[config.mk]
export PLATFORM = sky130hd
export DESIGN_NAME = mbc_brake_cfg
export DESIGN_NICKNAME = d
export VERILOG_FILES = /design/src/pkg/mbc_pkg.sv /design/src/design/mbc_brake_cfg.sv /design/src/design/mbc_i2c_slave.sv
export SDC_FILE = /design/constraint.sdc
export NUM_CORES = 1
export LEC_CHECK = 0
export BUFFER_PORTS_ARGS = -buffer_cell sky130_fd_sc_hd__clkbuf_2
export CORE_MARGIN = 10
export CORE_UTILIZATION = 62
export DETAILED_ROUTE_END_ITERATION = 10
export GPL_ROUTABILITY_DRIVEN = 0
export PLACE_DENSITY_LB_ADDON = 0.25
export SYNTH_ARGS = -nofsm -noshare
export SYNTH_HDL_FRONTEND = slang
export SYNTH_SLANG_ARGS = --single-unit
[constraint.sdc]
create_clock -name CORE_CLK_IN -period 5.65 [get_ports CORE_CLK_IN]
set_input_delay 0.8475 -clock CORE_CLK_IN [delete_from_list [all_inputs] [get_ports CORE_CLK_IN]]
set_output_delay 0.8475 -clock CORE_CLK_IN [all_outputs]
set_load 0.01 [all_outputs]
[src/pkg/mbc_pkg.sv]
// constants, register map and carrier types for the brake and command configuration block
package mbc_pkg;
  localparam logic [15:0] BRAKE_CFG_SHADOW_ADDR = 16'h0471;
  localparam logic [15:0] SPEED_CMD_SHADOW_ADDR = 16'h0472;
  localparam logic [15:0] BRAKE_CFG_NVM_ADDR = 16'h04D1;
  localparam logic [15:0] SPEED_CMD_NVM_ADDR = 16'h04D2;
  localparam logic [31:0] BRAKE_CFG_RESET = 32'h0000_0000;
  localparam logic [31:0] SPEED_CMD_RESET = 32'h0000_0000;
  // reserved bits are stored as zero so they read back as zero
  localparam logic [31:0] BRAKE_CFG_WMASK = 32'hFFFF_FFFD;
  localparam logic [31:0] SPEED_CMD_WMASK = 32'h8FFF_FFFF;

  localparam int CLK_PERIOD_NS = 100;
  localparam int STOP_PULSE_BASE_NS = 11240;
  localparam int STOP_PULSE_BASE_CYC = (STOP_PULSE_BASE_NS + CLK_PERIOD_NS - 1) / CLK_PERIOD_NS;

  // speed and command are 16-bit fractions of full scale (65536 = 100 %)
  localparam logic [3:0] OVERSPEED_SHIFT = 4'hB;
  localparam logic [3:0] STATIONARY_SHIFT = 4'h4;
  localparam logic [3:0] OBSERVER_SHIFT = 4'h7;
  localparam logic [3:0] DEFAULT_CMD_SHIFT = 4'hA;
  localparam logic [3:0] CMD_LEVEL_SHIFT = 4'h8;
  localparam logic [3:0] BACKEMF_SHIFT = 4'h8;

  typedef struct packed {
    logic [5:0] backemf_comp_amp;
    logic [1:0] align_current_gain;
    logic [2:0] coast_time;
    logic [4:0] overspeed_stop_limit;
    logic [1:0] stop_pulse_off_mult;
    logic [2:0] stop_pulse_on_time;
    logic [2:0] stop_pulse_count;
    logic [2:0] stop_sequence_len;
    logic off_stop_en;
    logic windmill_force_stop_en;
    logic reverse_stop_mode;
    logic rsvd1;
    logic stop_method;
  } mbc_brake_cfg_t;

  typedef struct packed {
    logic soft_off_stop_en;
    logic [2:0] rsvd;
    logic [5:0] command_turn_off_level;
    logic [5:0] command_turn_on_level;
    logic [5:0] default_command_level;
    logic [2:0] observer_valid_speed;
    logic [6:0] stationary_speed_limit;
  } mbc_thr_cfg_t;

  typedef struct packed {
    logic ext_brake;
    logic reverse;
    logic windmill;
    logic cmd_off;
    logic soft_off;
  } mbc_cond_t;

  typedef enum logic [2:0] {I2C_IDLE, I2C_ADDR, I2C_WR, I2C_RD} mbc_i2c_st_t;
  typedef enum logic [2:0] {BS_IDLE, BS_COAST, BS_ON, BS_OFF, BS_HOLD, BS_CCUR} mbc_brk_st_t;
endpackage

[src/design/mbc_brake_cfg.sv]
// brake and command configuration registers with brake sequencer and speed/command thresholds
`timescale 1ns/1ps
module mbc_brake_cfg #(
  parameter logic [6:0] I2C_DEV_ADDR = 7'h55, // arbitrary default
  parameter logic [15:0] PULSE_BASE_CYC = 16'(mbc_pkg::STOP_PULSE_BASE_CYC)
) (
  input wire logic CORE_CLK_IN, // 10 MHz system clock
  input wire logic RESET_IN, // synchronous, active high
  input wire logic SCL_IN, // serial clock pin
  input wire logic SDA_IN, // serial data pin level
  output logic SDA_OUT, // data drive value, always low
  output logic SDA_OE_OUT, // data pin driven low
  input wire logic [15:0] SPEED_IN, // rotor speed, fraction of maximum
  input wire logic [15:0] COMMAND_IN, // external command, fraction of maximum
  input wire mbc_pkg::mbc_cond_t CONDITION_IN, // motor conditions from control logic
  input wire logic TIMER_TICK_IN, // system timer interrupt pulse
  output logic LS_FET_BRAKE_OUT, // all low-side FETs on
  output logic CONST_CURR_BRAKE_OUT, // constant-current braking
  output logic COASTING_OUT, // coasting before brake
  output logic BRAKE_ACTIVE_OUT, // any brake sequence running
  output logic FOC_DECEL_OUT, // reverse handled by field-control decel
  output logic OVERSPEED_OUT, // too fast to brake
  output logic STATIONARY_OUT, // rotor considered stopped
  output logic OBSERVER_VALID_OUT, // observer output trustworthy
  output logic MOTOR_ON_OUT, // command hysteresis result
  output logic [15:0] DEFAULT_CMD_OUT, // default command level
  output logic [15:0] BACKEMF_AMP_OUT, // compensation amplitude, fraction of nominal
  output logic BACKEMF_EN_OUT // compensator enabled
);
  mbc_pkg::mbc_brake_cfg_t brk_q;
  mbc_pkg::mbc_thr_cfg_t thr_q;
  logic [31:0] brk_nvm_q, thr_nvm_q;
  logic [15:0] reg_addr;
  logic [31:0] reg_wdata, reg_rdata;
  logic reg_wr;

  // product n+add1 scaled by a power of two, used by every threshold
  function automatic logic [16:0] scale(input logic [6:0] n, input logic add1, input logic [3:0] sh);
    logic [16:0] v;
    v = {10'h000, n} + {16'h0000, add1};
    return v << sh;
  endfunction

  ////////////////////////////////////////////////////////////////////////////
  mbc_i2c_slave #(
    .DEV_ADDR(I2C_DEV_ADDR)
  ) u_i2c (
    .clk_in(CORE_CLK_IN),
    .reset_in(RESET_IN),
    .scl_in(SCL_IN),
    .sda_in(SDA_IN),
    .sda_oe_out(SDA_OE_OUT),
    .reg_addr_out(reg_addr),
    .reg_wdata_out(reg_wdata),
    .reg_wr_out(reg_wr),
    .reg_rdata_in(reg_rdata)
  );

  assign SDA_OUT = 1'b0;

  // the shadow words steer the logic; the non-volatile words are plain storage
  always_ff @(posedge CORE_CLK_IN) begin
    if (RESET_IN) begin
      brk_q <= mbc_pkg::BRAKE_CFG_RESET;
      thr_q <= mbc_pkg::SPEED_CMD_RESET;
      brk_nvm_q <= mbc_pkg::BRAKE_CFG_RESET;
      thr_nvm_q <= mbc_pkg::SPEED_CMD_RESET;
    end else if (reg_wr) begin
      case (reg_addr)
        mbc_pkg::BRAKE_CFG_SHADOW_ADDR: brk_q <= reg_wdata & mbc_pkg::BRAKE_CFG_WMASK;
        mbc_pkg::SPEED_CMD_SHADOW_ADDR: thr_q <= reg_wdata & mbc_pkg::SPEED_CMD_WMASK;
        mbc_pkg::BRAKE_CFG_NVM_ADDR: brk_nvm_q <= reg_wdata & mbc_pkg::BRAKE_CFG_WMASK;
        mbc_pkg::SPEED_CMD_NVM_ADDR: thr_nvm_q <= reg_wdata & mbc_pkg::SPEED_CMD_WMASK;
        default: begin
        end
      endcase
    end
  end

  always_comb begin
    case (reg_addr)
      mbc_pkg::BRAKE_CFG_SHADOW_ADDR: reg_rdata = brk_q;
      mbc_pkg::SPEED_CMD_SHADOW_ADDR: reg_rdata = thr_q;
      mbc_pkg::BRAKE_CFG_NVM_ADDR: reg_rdata = brk_nvm_q;
      mbc_pkg::SPEED_CMD_NVM_ADDR: reg_rdata = thr_nvm_q;
      default: reg_rdata = 32'h0000_0000;
    endcase
  end

  ////////////////////////////////////////////////////////////////////////////
  // thresholds
  logic [16:0] over_lim, stat_lim, obs_lim, on_lvl, off_lvl, dflt, amp;
  assign over_lim = scale({2'h0, brk_q.overspeed_stop_limit}, 1'b1, mbc_pkg::OVERSPEED_SHIFT);
  assign stat_lim = scale(thr_q.stationary_speed_limit, 1'b1, mbc_pkg::STATIONARY_SHIFT);
  assign obs_lim = scale({4'h0, thr_q.observer_valid_speed}, 1'b1, mbc_pkg::OBSERVER_SHIFT);
  assign on_lvl = scale({1'b0, thr_q.command_turn_on_level}, 1'b1, mbc_pkg::CMD_LEVEL_SHIFT);
  assign off_lvl = scale({1'b0, thr_q.command_turn_off_level}, 1'b0, mbc_pkg::CMD_LEVEL_SHIFT);
  assign dflt = scale({1'b0, thr_q.default_command_level}, 1'b0, mbc_pkg::DEFAULT_CMD_SHIFT);
  assign amp = scale({1'b0, brk_q.backemf_comp_amp}, 1'b0, mbc_pkg::BACKEMF_SHIFT);

  always_ff @(posedge CORE_CLK_IN) begin
    if (RESET_IN) begin
      OVERSPEED_OUT <= 1'b0;
      STATIONARY_OUT <= 1'b1;
      OBSERVER_VALID_OUT <= 1'b0;
      DEFAULT_CMD_OUT <= 16'h0000;
      BACKEMF_AMP_OUT <= 16'h0000;
      BACKEMF_EN_OUT <= 1'b0;
      FOC_DECEL_OUT <= 1'b0;
    end else begin
      OVERSPEED_OUT <= {1'b0, SPEED_IN} > over_lim;
      STATIONARY_OUT <= {1'b0, SPEED_IN} < stat_lim;
      OBSERVER_VALID_OUT <= {1'b0, SPEED_IN} >= obs_lim;
      DEFAULT_CMD_OUT <= dflt[15:0];
      BACKEMF_AMP_OUT <= amp[15:0];
      BACKEMF_EN_OUT <= brk_q.backemf_comp_amp != 6'h00;
      FOC_DECEL_OUT <= CONDITION_IN.reverse & ~brk_q.reverse_stop_mode;
    end
  end

  // on wins over off when levels are misprogrammed to overlap
  always_ff @(posedge CORE_CLK_IN) begin
    if (RESET_IN) begin
      MOTOR_ON_OUT <= 1'b0;
    end else if ({1'b0, COMMAND_IN} >= on_lvl) begin
      MOTOR_ON_OUT <= 1'b1;
    end else if ({1'b0, COMMAND_IN} <= off_lvl) begin
      MOTOR_ON_OUT <= 1'b0;
    end
  end

  ////////////////////////////////////////////////////////////////////////////
  // brake sequencer
  mbc_pkg::mbc_brk_st_t st_q;
  logic [15:0] cyc_q, on_cyc;
  logic [17:0] off_cyc;
  logic [8:0] pcnt_q, pulse_last, coast_q, coast_ticks;
  logic [7:0] rep_q, seq_last;
  logic demand, pulse_end;

  assign demand = CONDITION_IN.ext_brake
    | (CONDITION_IN.reverse & brk_q.reverse_stop_mode)
    | (CONDITION_IN.windmill & brk_q.windmill_force_stop_en)
    | (CONDITION_IN.cmd_off & brk_q.off_stop_en)
    | (CONDITION_IN.soft_off & thr_q.soft_off_stop_en);

  assign on_cyc = PULSE_BASE_CYC << brk_q.stop_pulse_on_time;
  assign off_cyc = {2'h0, on_cyc} * {16'h0000, brk_q.stop_pulse_off_mult};
  assign pulse_last = 9'((10'h002 << brk_q.stop_pulse_count) - 10'h001);
  assign seq_last = 8'((9'h002 << brk_q.stop_sequence_len) - 9'h002);
  assign coast_ticks = 9'(10'h002 << brk_q.coast_time);
  // a pulse ends after its off gap, or after its on time when no gap is set
  assign pulse_end = (st_q == mbc_pkg::BS_OFF && {2'h0, cyc_q} == off_cyc - 18'h00001)
    || (st_q == mbc_pkg::BS_ON && cyc_q == on_cyc - 16'h0001 && brk_q.stop_pulse_off_mult == 2'h0);

  always_ff @(posedge CORE_CLK_IN) begin
    if (RESET_IN) begin
      st_q <= mbc_pkg::BS_IDLE;
      cyc_q <= 16'h0000;
      pcnt_q <= 9'h000;
      rep_q <= 8'h00;
      coast_q <= 9'h000;
    end else if (!demand) begin
      st_q <= mbc_pkg::BS_IDLE;
    end else begin
      case (st_q)
        mbc_pkg::BS_IDLE: begin
          cyc_q <= 16'h0000;
          pcnt_q <= 9'h000;
          rep_q <= 8'h00;
          coast_q <= 9'h000;
          if (OVERSPEED_OUT) begin
            st_q <= mbc_pkg::BS_COAST;
          end else begin
            st_q <= brk_q.stop_method ? mbc_pkg::BS_CCUR : mbc_pkg::BS_ON;
          end
        end
        mbc_pkg::BS_COAST: begin
          if (TIMER_TICK_IN) begin
            coast_q <= coast_q + 9'h001;
            if (coast_q == coast_ticks - 9'h001) begin
              st_q <= brk_q.stop_method ? mbc_pkg::BS_CCUR : mbc_pkg::BS_ON;
            end
          end
        end
        mbc_pkg::BS_ON, mbc_pkg::BS_OFF: begin
          cyc_q <= cyc_q + 16'h0001;
          if (pulse_end) begin
            cyc_q <= 16'h0000;
            st_q <= mbc_pkg::BS_ON;
            if (pcnt_q != pulse_last) begin
              pcnt_q <= pcnt_q + 9'h001;
            end else if (rep_q != seq_last) begin
              pcnt_q <= 9'h000;
              rep_q <= rep_q + 8'h01;
            end else begin
              st_q <= mbc_pkg::BS_HOLD;
            end
          end else if (st_q == mbc_pkg::BS_ON && cyc_q == on_cyc - 16'h0001) begin
            cyc_q <= 16'h0000;
            st_q <= mbc_pkg::BS_OFF;
          end
        end
        mbc_pkg::BS_HOLD, mbc_pkg::BS_CCUR: begin
        end
        default: st_q <= mbc_pkg::BS_IDLE;
      endcase
    end
  end

  // after the last pulse train the low-side FETs stay on while braking is wanted
  assign LS_FET_BRAKE_OUT = (st_q == mbc_pkg::BS_ON) || (st_q == mbc_pkg::BS_HOLD);
  assign CONST_CURR_BRAKE_OUT = st_q == mbc_pkg::BS_CCUR;
  assign COASTING_OUT = st_q == mbc_pkg::BS_COAST;
  assign BRAKE_ACTIVE_OUT = st_q != mbc_pkg::BS_IDLE;

  ////////////////////////////////////////////////////////////////////////////
  // checks
  method_entry_a: assert property (@(posedge CORE_CLK_IN) disable iff (RESET_IN)
    (st_q != mbc_pkg::BS_CCUR) ##1 (st_q == mbc_pkg::BS_CCUR) |-> $past(brk_q.stop_method))
    else $error("constant current entered with method bit clear");
  reverse_decel_a: assert property (@(posedge CORE_CLK_IN) disable iff (RESET_IN)
    CONDITION_IN.reverse && !brk_q.reverse_stop_mode |=> FOC_DECEL_OUT)
    else $error("reverse did not select decel");
  brake_start_a: assert property (@(posedge CORE_CLK_IN) disable iff (RESET_IN)
    (st_q == mbc_pkg::BS_IDLE) && CONDITION_IN.cmd_off && brk_q.off_stop_en |=> BRAKE_ACTIVE_OUT)
    else $error("off brake did not start");
  windmill_brake_a: assert property (@(posedge CORE_CLK_IN) disable iff (RESET_IN)
    (CONDITION_IN.windmill && brk_q.windmill_force_stop_en) [*2] |-> BRAKE_ACTIVE_OUT)
    else $error("windmill brake not running");
  seq_length_a: assert property (@(posedge CORE_CLK_IN) disable iff (RESET_IN)
    (st_q != mbc_pkg::BS_HOLD) ##1 (st_q == mbc_pkg::BS_HOLD) |-> $past(rep_q) == $past(seq_last)
      && $past(pcnt_q) == $past(pulse_last))
    else $error("hold reached with wrong train or pulse count");
  on_time_a: assert property (@(posedge CORE_CLK_IN) disable iff (RESET_IN)
    st_q == mbc_pkg::BS_ON |-> cyc_q < on_cyc)
    else $error("pulse on time overrun");
  off_time_a: assert property (@(posedge CORE_CLK_IN) disable iff (RESET_IN)
    st_q == mbc_pkg::BS_OFF |-> {2'h0, cyc_q} < off_cyc)
    else $error("pulse off time overrun or gap with zero multiplier");
  overspeed_coast_a: assert property (@(posedge CORE_CLK_IN) disable iff (RESET_IN)
    (st_q == mbc_pkg::BS_IDLE) && demand && OVERSPEED_OUT |=> COASTING_OUT || !demand)
    else $error("overspeed brake did not coast");
  coast_time_a: assert property (@(posedge CORE_CLK_IN) disable iff (RESET_IN)
    COASTING_OUT |-> coast_q < coast_ticks)
    else $error("coast ran past its tick count");
  stationary_a: assert property (@(posedge CORE_CLK_IN) disable iff (RESET_IN)
    ##1 (STATIONARY_OUT && !$past(RESET_IN)) |-> {1'b0, $past(SPEED_IN)} < $past(stat_lim))
    else $error("stationary flagged above limit");
  motor_on_a: assert property (@(posedge CORE_CLK_IN) disable iff (RESET_IN)
    $rose(MOTOR_ON_OUT) |-> {1'b0, $past(COMMAND_IN)} >= $past(on_lvl))
    else $error("motor turned on below on level");
  motor_off_a: assert property (@(posedge CORE_CLK_IN) disable iff (RESET_IN)
    $fell(MOTOR_ON_OUT) |-> {1'b0, $past(COMMAND_IN)} <= $past(off_lvl))
    else $error("motor turned off above off level");
  backemf_en_a: assert property (@(posedge CORE_CLK_IN) disable iff (RESET_IN)
    BACKEMF_EN_OUT == (BACKEMF_AMP_OUT != 16'h0000))
    else $error("compensator enable disagrees with amplitude");
  seq_restart_a: assert property (@(posedge CORE_CLK_IN) disable iff (RESET_IN)
    (st_q == mbc_pkg::BS_IDLE) ##1 (st_q != mbc_pkg::BS_IDLE) |-> cyc_q == 16'h0000
      && pcnt_q == 9'h000 && rep_q == 8'h00 && coast_q == 9'h000)
    else $error("counters not restarted at sequence start");
endmodule

[src/design/mbc_i2c_slave.sv]
// two-wire serial slave giving word access to the configuration registers
`timescale 1ns/1ps
module mbc_i2c_slave #(
  parameter logic [6:0] DEV_ADDR = 7'h55
) (
  input wire logic clk_in, // system clock
  input wire logic reset_in, // synchronous, active high
  input wire logic scl_in, // serial clock pin
  input wire logic sda_in, // serial data pin level
  output logic sda_oe_out, // pull data low
  output logic [15:0] reg_addr_out, // register pointer
  output logic [31:0] reg_wdata_out, // assembled write word
  output logic reg_wr_out, // write strobe, one cycle
  input wire logic [31:0] reg_rdata_in // word at the pointer
);
  logic [2:0] scl_s_q, sda_s_q;
  mbc_pkg::mbc_i2c_st_t st_q;
  logic [3:0] cnt_q;
  logic [2:0] bi_q;
  logic [7:0] sh_q;
  logic [31:0] rsh_q;
  logic ack_q;
  logic scl_h, scl_p, sda_h, sda_p, rise, fall, start, stop;

  // bit 0 of each chain is the first synchroniser stage and feeds only bit 1
  always_ff @(posedge clk_in) begin
    if (reset_in) begin
      scl_s_q <= 3'h7;
      sda_s_q <= 3'h7;
    end else begin
      scl_s_q <= {scl_s_q[1:0], scl_in};
      sda_s_q <= {sda_s_q[1:0], sda_in};
    end
  end

  assign scl_h = scl_s_q[1];
  assign scl_p = scl_s_q[2];
  assign sda_h = sda_s_q[1];
  assign sda_p = sda_s_q[2];
  assign rise = scl_h & ~scl_p;
  assign fall = ~scl_h & scl_p;
  assign start = scl_h & scl_p & sda_p & ~sda_h;
  assign stop = scl_h & scl_p & ~sda_p & sda_h;

  ////////////////////////////////////////////////////////////////////////////
  // byte 0/1: pointer high/low, then words msb first; pointer does not advance
  always_ff @(posedge clk_in) begin
    if (reset_in) begin
      st_q <= mbc_pkg::I2C_IDLE;
      cnt_q <= 4'h0;
      bi_q <= 3'h0;
      sh_q <= 8'h00;
      rsh_q <= 32'h0000_0000;
      ack_q <= 1'b0;
      sda_oe_out <= 1'b0;
      reg_addr_out <= 16'h0000;
      reg_wdata_out <= 32'h0000_0000;
      reg_wr_out <= 1'b0;
    end else begin
      reg_wr_out <= 1'b0;
      if (start) begin
        st_q <= mbc_pkg::I2C_ADDR;
        cnt_q <= 4'h0;
        ack_q <= 1'b0;
        sda_oe_out <= 1'b0;
      end else if (stop) begin
        st_q <= mbc_pkg::I2C_IDLE;
        ack_q <= 1'b0;
        sda_oe_out <= 1'b0;
      end else if (rise && st_q != mbc_pkg::I2C_IDLE) begin
        if (!ack_q) begin
          sh_q <= {sh_q[6:0], sda_h};
          cnt_q <= cnt_q + 4'h1;
        end else if (st_q == mbc_pkg::I2C_RD && sda_h) begin
          st_q <= mbc_pkg::I2C_IDLE; // master nack ends the read
        end
      end else if (fall) begin
        if (ack_q) begin
          ack_q <= 1'b0;
          cnt_q <= 4'h0;
          sda_oe_out <= (st_q == mbc_pkg::I2C_RD) & ~rsh_q[31];
          if (st_q == mbc_pkg::I2C_RD) begin
            rsh_q <= {rsh_q[30:0], 1'b0};
          end
        end else if (cnt_q == 4'h8) begin
          ack_q <= 1'b1;
          sda_oe_out <= 1'b0;
          case (st_q)
            mbc_pkg::I2C_ADDR: begin
              if (sh_q[7:1] == DEV_ADDR) begin
                sda_oe_out <= 1'b1;
                st_q <= sh_q[0] ? mbc_pkg::I2C_RD : mbc_pkg::I2C_WR;
                rsh_q <= reg_rdata_in;
                bi_q <= 3'h0;
              end else begin
                st_q <= mbc_pkg::I2C_IDLE;
              end
            end
            mbc_pkg::I2C_WR: begin
              sda_oe_out <= 1'b1;
              bi_q <= (bi_q == 3'h5) ? 3'h2 : bi_q + 3'h1;
              if (bi_q == 3'h0) begin
                reg_addr_out[15:8] <= sh_q;
              end else if (bi_q == 3'h1) begin
                reg_addr_out[7:0] <= sh_q;
              end else begin
                reg_wdata_out <= {reg_wdata_out[23:0], sh_q};
                reg_wr_out <= (bi_q == 3'h5);
              end
            end
            default: begin
            end
          endcase
        end else if (st_q == mbc_pkg::I2C_RD) begin
          sda_oe_out <= ~rsh_q[31];
          rsh_q <= {rsh_q[30:0], 1'b0};
        end
      end
    end
  end
endmodule

Word-level counts from Yosys, hierarchy flattened
Cells that the tools add are included.
{"block": "totals", "wordCells": 252, "register_bits": 310, "output_inout_bits": 44}
{"block": "op_classes", "eq_ne": 38, "n_lt_le_gt_ge": 5, "n_bitwise": 34, "n_mul": 1, "addsub": 15, "reduce_logical": 51, "n_mux": 55, "shift": 4}
{"cell": "32-bit 2-to-1 mux", "n": 5}
{"cell": "32-bit one-hot mux with 4 select lines", "n": 1}
{"cell": "16-bit by 11-bit equality test with 1-bit output, second input constant", "n": 4}
{"cell": "3-bit 2-to-1 mux", "n": 18}
{"cell": "9-bit 2-to-1 mux", "n": 4}
{"cell": "9-bit one-hot mux with 2 select lines", "n": 2}
{"cell": "16-bit 2-to-1 mux", "n": 2}
{"cell": "16-bit one-hot mux with 2 select lines", "n": 1}
{"cell": "8-bit 2-to-1 mux", "n": 3}
{"cell": "9-bit by 1-bit adder with 9-bit output, second input constant", "n": 2}
{"cell": "16-bit by 18-bit equality test with 1-bit output", "n": 1}
{"cell": "16-bit by 2-bit multiplier with 18-bit output", "n": 1}
{"cell": "6-bit AND reduction", "n": 3}
{"cell": "9-bit AND reduction", "n": 2}
{"cell": "2-bit by 3-bit left shift with 9-bit output, first input constant", "n": 2}
{"cell": "18-bit by 1-bit subtractor with 18-bit output, second input constant", "n": 1}
{"cell": "9-bit by 1-bit subtractor with 9-bit output, second input constant", "n": 2}
{"cell": "16-bit by 17-bit > comparator with 1-bit output", "n": 1}
{"cell": "1-bit inverter", "n": 17}
{"cell": "16-bit by 1-bit adder with 16-bit output, second input constant", "n": 1}
{"cell": "16-bit equality test", "n": 1}
{"cell": "16-bit by 11-bit >= comparator with 1-bit output", "n": 1}
{"cell": "16-bit by 15-bit >= comparator with 1-bit output", "n": 1}
{"cell": "16-bit by 14-bit <= comparator with 1-bit output", "n": 1}
{"cell": "other kinds (51)", "n": 126}

Longest topological paths before layout
Gate-level depths: netlist (run 1).
{"block": "logic_depth", "ltp_word": 9, "ltp_mapped": 21, "mapped_depth_nobuf": 18}

Modules after synthesis
From an unflattened synthesis (run 1), not the netlist that was laid out.
{"block": "hier_totals", "cells_unflattened": 1978, "hier_area_um2": 15733.8}
{"mod": "mbc_brake_cfg", "cells_per_inst": 1492, "n_inst": 1, "area_per_inst_um2": 11160.7}
{"mod": "mbc_i2c_slave", "cells_per_inst": 486, "n_inst": 1, "area_per_inst_um2": 4573.1}

Least setup slack after synthesis (run 1)
No wires, ideal clock.
{"block": "synth_path", "path_type": "flip-flop to flip-flop", "start": "register brk_q[13] (netlist bit)", "end": "register rep_q[5]", "arrival_time_ps": 4674, "path_stages_with_launch": 21, "path_buffers": 3, "setup_slack_ps": 854, "required_time_ps": 5528, "cell_sequence": "dfxtp_1 clkbuf_1 buf_1 clkbuf_1 nor2b_1 nand2_1 ha_1 inv_1 ha_1 inv_1 fa_1 nand2b_1 a211oi_1 nor3_1 xnor2_1 or4_4 nor4_4 o211ai_2 a2111oi_4 a21o_1 a21oi_1"}
{"block": "synth_between", "elab_chain_len": 8, "elab_cells_between_ends": 12}
{"item": "from (decl)", "line": "mbc_brake_cfg.sv:30", "source": "mbc_pkg::mbc_brake_cfg_t brk_q;"}
{"item": "from (signal assigned)", "line": "mbc_brake_cfg.sv:64", "source": "brk_q <= mbc_pkg::BRAKE_CFG_RESET;"}
{"item": "from (signal assigned)", "line": "mbc_brake_cfg.sv:70", "source": "mbc_pkg::BRAKE_CFG_SHADOW_ADDR: brk_q <= reg_wdata & mbc_pkg::BRAKE_CFG_WMASK;"}
{"item": "7-bit by 3-bit left shift with 16-bit output *", "line": "mbc_brake_cfg.sv:147", "source": "assign on_cyc = PULSE_BASE_CYC << brk_q.stop_pulse_on_time;"}
{"item": "16-bit by 2-bit multiplier with 18-bit output / 16-bit by 1-bit subtractor with 16-bit output (equally long branches)", "line": "mbc_brake_cfg.sv:148, mbc_brake_cfg.sv:154"}
{"item": "18-bit by 1-bit subtractor with 18-bit output / 16-bit equality test (equally long branches)", "line": "mbc_brake_cfg.sv:153, mbc_brake_cfg.sv:154"}
{"item": "16-bit by 18-bit equality test with 1-bit output / 1-bit logical AND (equally long branches)", "line": "mbc_brake_cfg.sv:153, mbc_brake_cfg.sv:154"}
{"item": "1-bit logical AND, on equally long branches", "line": "mbc_brake_cfg.sv:153, mbc_brake_cfg.sv:154"}
{"item": "1-bit logical OR *", "line": "mbc_brake_cfg.sv:154", "source": "|| (st_q == mbc_pkg::BS_ON && cyc_q == on_cyc - 16'h0001 && brk_q.stop_pulse_off_mult == 2'h0);"}
{"item": "2-bit inequality test (no source line) *"}
{"item": "5-bit AND reduction (no source line) *"}
{"item": "to (signal assigned)", "line": "mbc_brake_cfg.sv:195", "source": "rep_q <= rep_q + 8'h01;"}
{"item": "to (decl)", "line": "mbc_brake_cfg.sv:138", "source": "logic [7:0] rep_q, seq_last;"}
Every way passes the cells marked *; elsewhere a longest branch is shown, timed or not.
A chain may end at the register's enable or synchronous reset.

Worst setup path in the final report (run 1)
{"block": "layout_path", "start": "register brk_q[15] (netlist bit)", "end": "register rep_q[5]"}
{"block": "layout_between", "elab_chain_len": 7, "elab_cells_between_ends": 9}
{"item": "16-bit by 2-bit multiplier with 18-bit output", "line": "mbc_brake_cfg.sv:148", "source": "assign off_cyc = {2'h0, on_cyc} * {16'h0000, brk_q.stop_pulse_off_mult};"}
{"item": "18-bit by 1-bit subtractor with 18-bit output", "line": "mbc_brake_cfg.sv:153", "source": "assign pulse_end = (st_q == mbc_pkg::BS_OFF && {2'h0, cyc_q} == off_cyc - 18'h00001)"}
{"item": "16-bit by 18-bit equality test with 1-bit output", "line": "mbc_brake_cfg.sv:153"}
{"item": "1-bit logical AND", "line": "mbc_brake_cfg.sv:153"}
{"item": "1-bit logical OR *", "line": "mbc_brake_cfg.sv:154"}
{"item": "2-bit inequality test (no source line) *"}
{"item": "5-bit AND reduction (no source line) *"}
Marked as above.

==> run metrics, run 1 <==
RR Startpoint=brk_q[15]; synth unique cells=between 70 and 80; CP cell instances=nor2b_1 > nand2_1 > ha_1 > inv_1 > ha_1 > inv_1 > fa_1 > nand2b_1 > a211oi_1 > nor3_1 > xnor2_1 > or4_4 > nor4_4 > o211ai_2 > a2111oi_4 > a21o_1 > a21oi_1; first-pass GRT wire length=69500 um; Worst-path clk slew=~0.060 ns; P per Cell Area=between 200 and 300 nW/um^2; clk sink count=approximately 290; ys flop type=dfxtp_1; clock share of power=between 50% and 60%; critical path fanouts, max=15; Sw Share=around a fifth; vias in the first global route=between 10k and 15k; Horiz. Die Dim=178 um; Starting Density=a little over three fifths; Die Height=roughly 180 um; max-slew violation count=0; setup ws final=roughly 0.76 ns; Sequential Power Share=between 40% and 50%; H-tree depth=1; # setup viols final=0; critical path startpoint category=register; CP delay by family, top=simple AND/OR/NAND/NOR gates; sequential element share of the synthesized area=around 38%; IO Count=86; Syn Area/Cell=about 7.6 sq um; CP max stage cell=dfxtp_1; crit-path max cell delay=about 0.62 ns; WHS Path Cells=1; Vias/cell=a little over 6; RSZ-0062 raised after global routing=false; n_diodes=0; Post-CTS Resized=0; Buf/Inv on CP=2; Pre-Repair DR Iteration Count=6; die footprint=roughly 32000 sq um; combinational share of power=~3.4%; HP Class=reg2reg; GRT Total Usage=a little over a quarter; status=completed; sequential cell area=around 5800 sq um; Critical Path End Type=register; total grt overflow=0; maximum clock path buffer count=3; max_slew headroom=28.3%; # rows=57; drt drc=0; commonest cells after routing, fill and taps aside=nand2_1, dfxtp_1, a21oi_1, nor2_1, ha_1; share of layout cells above drive strength 1=8.59%; Max VDD drop=around 0.29 mV; clock skew=0.0107 ns; Lkg Pwr=5.91 nW; initial antenna violation count=0; worst endpoint required time=between 6 and 7 ns; Tcrit/Tclk final=a little under 90%; Cells after Synth=2026; dpl cell area=~16000 sq um; internal power=roughly 3.5 mW; crit path DAT=5.31 ns; dpl ws=slightly above 0.8 ns; Post-CTS Setup Bufs=0; max cap viols=0; worst reg2reg path depth=17; crit path kind=reg2reg; EDFF count, synth=0; Sw Pwr=0.956 mW; DRT iter0 DRCs=1623; most common library cell in the layout ignoring fill and taps=nand2_1; Worst-Margin Slew=roughly 1.1 ns; Vias=14.4k; f_max=around 0.20 GHz; multi-input logic area=around 9000 sq um; Final Hold Vio Count=0; fin util=slightly below 70%; Syn. warnings=0; antenna-violating nets left=0; drt total wl=42500 um; CTS tree=done; post-DP HPWL=27900 um; hold buffers post-CTS=0; fin nets=2138; # port buffers=64; Worst Hold Endpoint=u_i2c.sda_s_q[1]; Hold Crit Start=u_i2c.sda_s_q[0]; worst reg2reg setup slack=around 0.76 ns; Routed WL per cell=~18 um; Root Buffer Master=clkbuf_16; CTS buffer count=31; post-synthesis async set-or-reset flop share=0%; core area=between 20000 and 25000 sq um; Final Cell Area=between 15000 and 20000 sq um; synthesized area=15400 sq um; reg2reg end=rep_q[5]; setup TNS=0 ns; pin count of the biggest net entering global routing=around 110; FF+latch count, synth=289; Final Critical Period=a little under 5 ns; synthesis-to-layout area growth=9.80%; Worst-Skew Late Latency=0.56 ns; Fill cells=~2.0k
flip-flops by register name, summed over array words and instances (netlist names), 2 cells and up:
name	flops
BACKEMF_AMP_OUT	6
DEFAULT_CMD_OUT	6
brk_nvm_q	31
brk_q	31
coast_q	9
cyc_q	16
pcnt_q	9
rep_q	8
st_q	3
thr_nvm_q	29
thr_q	29
u_i2c.bi_q	3
u_i2c.cnt_q	4
u_i2c.reg_addr_out	16
u_i2c.reg_wdata_out	32
u_i2c.rsh_q	32
u_i2c.scl_s_q	3
u_i2c.sda_s_q	3
u_i2c.sh_q	8
u_i2c.st_q	2
Yosys cell counts (5+ instances only):
master | n | area (sq um)
a31oi_1 | 7 | 43.8
nor2_1 | 134 | 503
nand2_1 | 420 | 1580
mux2i_1 | 14 | 140
a21oi_2 | 5 | 43.8
buf_1 | 10 | 37.5
nor2b_1 | 27 | 169
a211oi_1 | 9 | 67.6
a22oi_1 | 63 | 473
or2_2 | 11 | 68.8
a21o_1 | 8 | 60.1
xor2_1 | 35 | 307
ha_1 | 80 | 1000
o22ai_1 | 7 | 43.8
o21a_1 | 5 | 37.5
nand3b_1 | 33 | 248
dfxtp_1 | 289 | 5790
nand4_1 | 21 | 131
o21ai_0 | 41 | 205
and2_1 | 11 | 68.8
or3_1 | 11 | 68.8
nor3_1 | 52 | 260
inv_1 | 77 | 289
nand2b_1 | 28 | 175
o211ai_1 | 12 | 90.1
buf_4 | 22 | 165
xnor2_1 | 39 | 342
or4_1 | 6 | 45.0
nand3_1 | 70 | 350
clkbuf_1 | 114 | 428
and3_1 | 14 | 87.6
nor4_1 | 12 | 75.1
a21oi_1 | 265 | 1330
final cells by class:
cell class	instances	share of cell area, %
Clock buffer	45	5.37
Clock inverter	11	1.45
Inverter	77	1.71
Multi-Input combinational cell	1529	51.9
Sequential cell	289	34.2
Tap cell	324	2.40
Timing Repair Buffer	87	2.95
layer usage:
layer  part of all wire (%)  up-vias  GRT usage (%)
met1                     42     6816           33.8
met5                      0        -              0
li1                       -     6890              -
met2                     47      638           43.2
met3                    8.0      105           4.23
met4                    2.9        0           9.86
power by group through the flow:
stage	clock (mW)	sequential, mW	combinational [mW]
finish	2.27	2.06	0.155
global route	2.36	2.06	0.173
CTS	2.28	2.06	0.153
detailed placement	0	2.10	0.152
global placement	0	2.10	0.148
floorplan	0	2.10	0.115
worst max-delay path by stage:
| stage | startpoint | to | depth (start not counted) |
|---|---|---|---|
| global placement | brk_q[15] | rep_q[5] | 17 |
| CTS | brk_q[15] | rep_q[5] | 17 |
| floorplan | brk_q[13] | rep_q[5] | 20 |
| global route | brk_q[12] | rep_q[5] | 17 |
| detailed placement | brk_q[15] | rep_q[6] | 17 |
| finish | brk_q[15] | rep_q[5] | 17 |
per-stage QoR:
stage / cells / hold slack [ns] / total power [mW]
finish: 2362 / 0.408 / 4.48
CTS: 2362 / 0.408 / 4.49
floorplan: 2046 / 0.389 / 2.22
global route: 2362 / 0.420 / 4.59
detailed placement: 2306 / 0.401 / 2.26
global placement: 2306 / 0.394 / 2.25
logic make-up after synthesis:
group           share of synthesized area, %
simple gates                            26.1
other cells                           0.0243
xor+xnor                                4.21
mux                                    0.910
fa+ha+maj                               6.63
compound gates                          18.4
flops                                   37.6
buf+inv                                 6.17
(Power assumes the default switching activity.)
==> inputs of run 2 (changes only) <==
PLACE_DENSITY = 0.79   (was default)
PLACE_DENSITY_LB_ADDON = default   (was 0.25)
==> run metrics, run 2 (synthesis results as in run 1) <==
status=completed; Critical Path End Type=register; core area=24400 sq um; die footprint=31500 sq um; first-pass GRT wire length=between 60000 and 70000 um; Die Height=178 um; commonest cells after routing, fill and taps aside=nand2_1, dfxtp_1, a21oi_1, nor2_1, ha_1; non-filler cells, final=2358; initial antenna violation count=1; CTS buffer count=30; setup TNS=0 ns; n_diodes=0; Post-CTS Setup Bufs=0; Final Hold Vio Count=0; RSZ-0062 raised after global routing=false; H-tree depth=1; maximum clock path buffer count=3; HP Class=reg2reg; Horiz. Die Dim=between 150 and 200 um; dpl cells=roughly 2.3k; # rows=between 50 and 60; Vias=about 14k; GRT Total Usage=a little over a quarter; crit path DAT=between 5 and 6 ns; drt drc=0; pin count of the biggest net entering global routing=103; DRT iter0 DRCs=approximately 1.6k; Max VDD drop=0.220 mV; f_max=between 0.2 and 0.25 GHz; worst endpoint required time=6.08 ns; hold buffers post-CTS=0; CTS tree=done; Lkg Pwr=approximately 5.8 nW; Routed WL per cell=between 15 and 20 um; clock skew=0.0261 ns; Final Critical Period=roughly 4.8 ns; post-DP HPWL=28600 um; max cap viols=0; Starting Density=a little over three fifths; IO Count=86; synthesis-to-layout area growth=8.42%; most common library cell in the layout ignoring fill and taps=nand2_1; multi-input logic area=between 8000 and 9000 sq um; Worst-path clk slew=roughly 0.060 ns; max_slew headroom=17.7%; Vias/cell=between 6 and 7; sequential cell area=slightly below 6000 sq um; Tcrit/Tclk final=84.5%; clk sink count=289; max-slew violation count=0; Worst-Skew Late Latency=0.57 ns; Worst-Margin Slew=between 1 and 1.5 ns; Root Buffer Master=clkbuf_16; # setup viols final=0; critical path fanouts, max=16; P per Cell Area=around 250 nW/um^2; Final Cell Area=16700 sq um; Pre-Repair DR Iteration Count=6; drt total wl=about 43000 um; Post-CTS Resized=0; Fill cells=between 2k and 2.5k; share of layout cells above drive strength 1=8.41%; dpl cell area=15800 sq um; crit path kind=reg2reg; Largest regs=u_i2c.reg_wdata_out (32), u_i2c.rsh_q (32); # port buffers=64; vias in the first global route=13.7k; critical path startpoint category=register; fin nets=roughly 2.1k; total grt overflow=0; antenna-violating nets left=0
[run 2: worst max-delay path, cell delays in order (launching register included)]
cell       delay (ns)
dfxtp_1          0.63
nor2b_1          0.28
nand2_1          0.09
ha_1             0.28
inv_1            0.06
ha_1             0.19
inv_1            0.09
fa_1             0.44
nand2b_1         0.19
a211oi_1         0.35
nor3_1           0.11
xnor2_1          0.14
or4_4            0.43
nor4_4           0.43
o211ai_2         0.23
a2111oi_4        0.47
a21o_1           0.18
a21oi_1          0.05
[run 2: area by class of cell]
cell class / instances / area share, %
timing repair buffer: 88 / 3.03
clock inverter: 10 / 0.539
multi-input combinational: 1529 / 52.6
clock buffer: 41 / 5.04
tap: 324 / 2.43
inverter: 77 / 1.73
sequential: 289 / 34.6
[run 2: path summary, 6_finish.rpt]
| path | startpoint | to | slack (ns) | cells after the start |
|---|---|---|---|---|
| max | brk_q[14] | rep_q[5] | 0.88 | 17 |
| min | u_i2c.scl_s_q[0] | u_i2c.scl_s_q[1] | 0.42 | 1 |
| max reg2reg | brk_q[14] | rep_q[5] | 0.88 | 17 |
| min reg2reg | u_i2c.scl_s_q[0] | u_i2c.scl_s_q[1] | 0.42 | 1 |
[run 2: routing by layer]
layer	GRT usage [%]	up-vias	part of all wire, %	wire length (um)
li1	-	6890	-	-
met1	33.7	6768	42	17700
met2	42.9	689	46	19700
met3	4.02	97	9.0	3820
met4	9.93	0	3.0	1280
met5	0	-	0	0
[run 2: report_power, final]
part           total (mW)  leakage (nW)  switching [mW]  internal, mW
clock                1.89         0.465           0.813          1.08
combinational       0.156          3.02           0.104        0.0515
sequential           2.06          2.33          0.0120          2.05
[run 2: stage by stage]
| stage | total power, mW | hold WS [ns] | utilization, % | setup slack (ns) |
|---|---|---|---|---|
| after floorplan | 2.22 | 0.389 | - | 0.854 |
| after global placement | 2.25 | 0.406 | 64.6 | 1.05 |
| after detailed placement | 2.26 | 0.397 | 64.6 | 0.941 |
| after CTS | 4.12 | 0.421 | 68.5 | 0.917 |
| after global routing | 4.23 | 0.439 | 68.5 | 0.517 |
| final | 4.11 | 0.415 | 68.5 | 0.878 |
==> inputs of run 3 (changes only) <==
CORE_UTILIZATION = 56   (was 62)
PLACE_DENSITY = 0.75   (was 0.79)
clock period = 3.89 ns   (was 5.65 ns; I/O delays follow)
==> run metrics, run 3 (synthesis results as in run 1) <==
status=finished with violations; violated checks=setup timing; P per Cell Area=~360 nW/um^2; GRT Total Usage=25.1%; drt total wl=44400 um; crit path DAT=4.45 ns; critical path fanouts, max=8; non-filler cells, final=2428; DRT iter0 DRCs=roughly 1.5k; max cap viols=0; worst endpoint required time=roughly 4.3 ns; commonest cells after routing, fill and taps aside=nand2_1, dfxtp_1, a21oi_1, nor2_1, inv_1; first-pass GRT wire length=roughly 72000 um; Fill cells=around 2.3k; Starting Density=a little under three fifths; Vias/cell=between 6 and 7; hold buffers post-CTS=0; HP Class=in2reg; # port buffers=64; H-tree depth=1; f_max=approximately 0.25 GHz; CTS buffer count=30; critical path startpoint category=register; drt drc=0; dpl cell area=16300 sq um; fin nets=approximately 2.2k; Lkg Pwr=6.18 nW; Final Critical Period=~4.0 ns; clock skew=between 0.02 and 0.025 ns; synthesis-to-layout area growth=14.1%; Largest regs=u_i2c.reg_wdata_out (32), u_i2c.rsh_q (32); pin count of the biggest net entering global routing=approximately 110; initial antenna violation count=0; Pre-Repair DR Iteration Count=6; max_slew headroom=between 20% and 30%; setup ws final=-0.106 ns; worst hold margin=between 0.2 and 0.25 ns; Critical Path End Type=register; Max VDD drop=just over 0.3 mV; Final Hold Vio Count=0; CTS tree=done; core area=about 27000 sq um; setup TNS=-1.69 ns; die footprint=roughly 35000 sq um; Horiz. Die Dim=186 um; Root Buffer Master=clkbuf_16; Routed WL per cell=between 15 and 20 um; # setup viols final=30; n_diodes=0; maximum clock path buffer count=3; Die Height=about 190 um; IO Count=86; Tcrit/Tclk final=103%; antenna-violating nets left=0; Worst-Skew Late Latency=0.57 ns; Vias=approximately 15k; most common library cell in the layout ignoring fill and taps=nand2_1; share of layout cells above drive strength 1=about an eighth; vias in the first global route=between 10k and 15k; Worst-Margin Slew=1.07 ns; RSZ-0062 raised after global routing=true; post-DP HPWL=29700 um; crit path kind=reg2reg; max-slew violation count=0; Worst-path clk slew=0.06 ns; # rows=60; dpl cells=between 2k and 2.5k; total grt overflow=0; clk sink count=289; Overall Power=6.25 mW; Final Cell Area=17600 sq um
## run 3: cell count changes in the layout (fill, tap and decap cells not counted), sizes merged
cell / change
bufinv: +3
buf: +50
## run 3: power breakdown
group          leakage (nW)  switching, mW  internal (mW)  total, mW
Clock                 0.522           1.20           1.82       3.02
Combinational          3.33          0.160         0.0861      0.246
Sequential             2.33         0.0172           2.97       2.99
Total                  6.18           1.37           4.88       6.25
## run 3: worst max-delay path: stages, from the launching register on
cell and delay (ns):
dfxtp_4 0.38, buf_6 0.13, nor2_4 0.09, nand2_1 0.06, ha_1 0.27, inv_1 0.07, ha_2 0.18, inv_2 0.05
fa_2 0.38, nand2b_4 0.17, a211oi_4 0.23, nor3_2 0.07, xnor2_1 0.13, or4_4 0.44, nor4_4 0.36, buf_4 0.20
o21ai_2 0.10, a2111oi_2 0.35, xnor2_1 0.16, nor2_1 0.06
## run 3: final timing paths
kind / from / endpoint / slack (ns) / depth (start not counted)
setup / recovery: brk_q[12] / pcnt_q[5] / -0.11 / 19
hold / removal: SCL_IN / u_i2c.scl_s_q[0] / 0.22 / 2
setup reg to reg: brk_q[12] / pcnt_q[5] / -0.11 / 19
hold reg to reg: u_i2c.sda_s_q[0] / u_i2c.sda_s_q[1] / 0.41 / 1
## run 3: routing by layer
| layer | vias up | global-route usage, % | routed length, um |
|---|---|---|---|
| li1 | 6989 | - | - |
| met1 | 6906 | 31.8 | 18400 |
| met2 | 638 | 42.8 | 21100 |
| met3 | 133 | 3.02 | 3220 |
| met4 | 0 | 9.06 | 1600 |
| met5 | - | 0 | 0 |
## run 3: cell type report
| type | count | area (sq um) | share of cell area [%] |
|---|---|---|---|
| clock buffer | 41 | 873 | 4.97 |
| clock inverter | 13 | 169 | 0.961 |
| inverter | 77 | 289 | 1.64 |
| multi-input combinational | 1529 | 9100 | 51.8 |
| sequential | 289 | 5800 | 33.0 |
| tap | 341 | 427 | 2.43 |
| timing repair buffer | 138 | 913 | 5.20 |
## run 3: metrics by stage
stage	setup WS (ns)	util, %
2_1_floorplan	-0.106	-
3_3_place_gp	0.00634	60.1
3_5_place_dp	-0.0798	60.1
4_1_cts	0.00538	64.0
5_1_grt	-0.275	65.0
6_report	-0.106	65.0
## run 3: what timing repair did
action                                  CTS  global route
resized for setup                         7            44
buffers inserted                          0             7
pin swaps                                 1            21
endpoints found under the setup margin   31            36
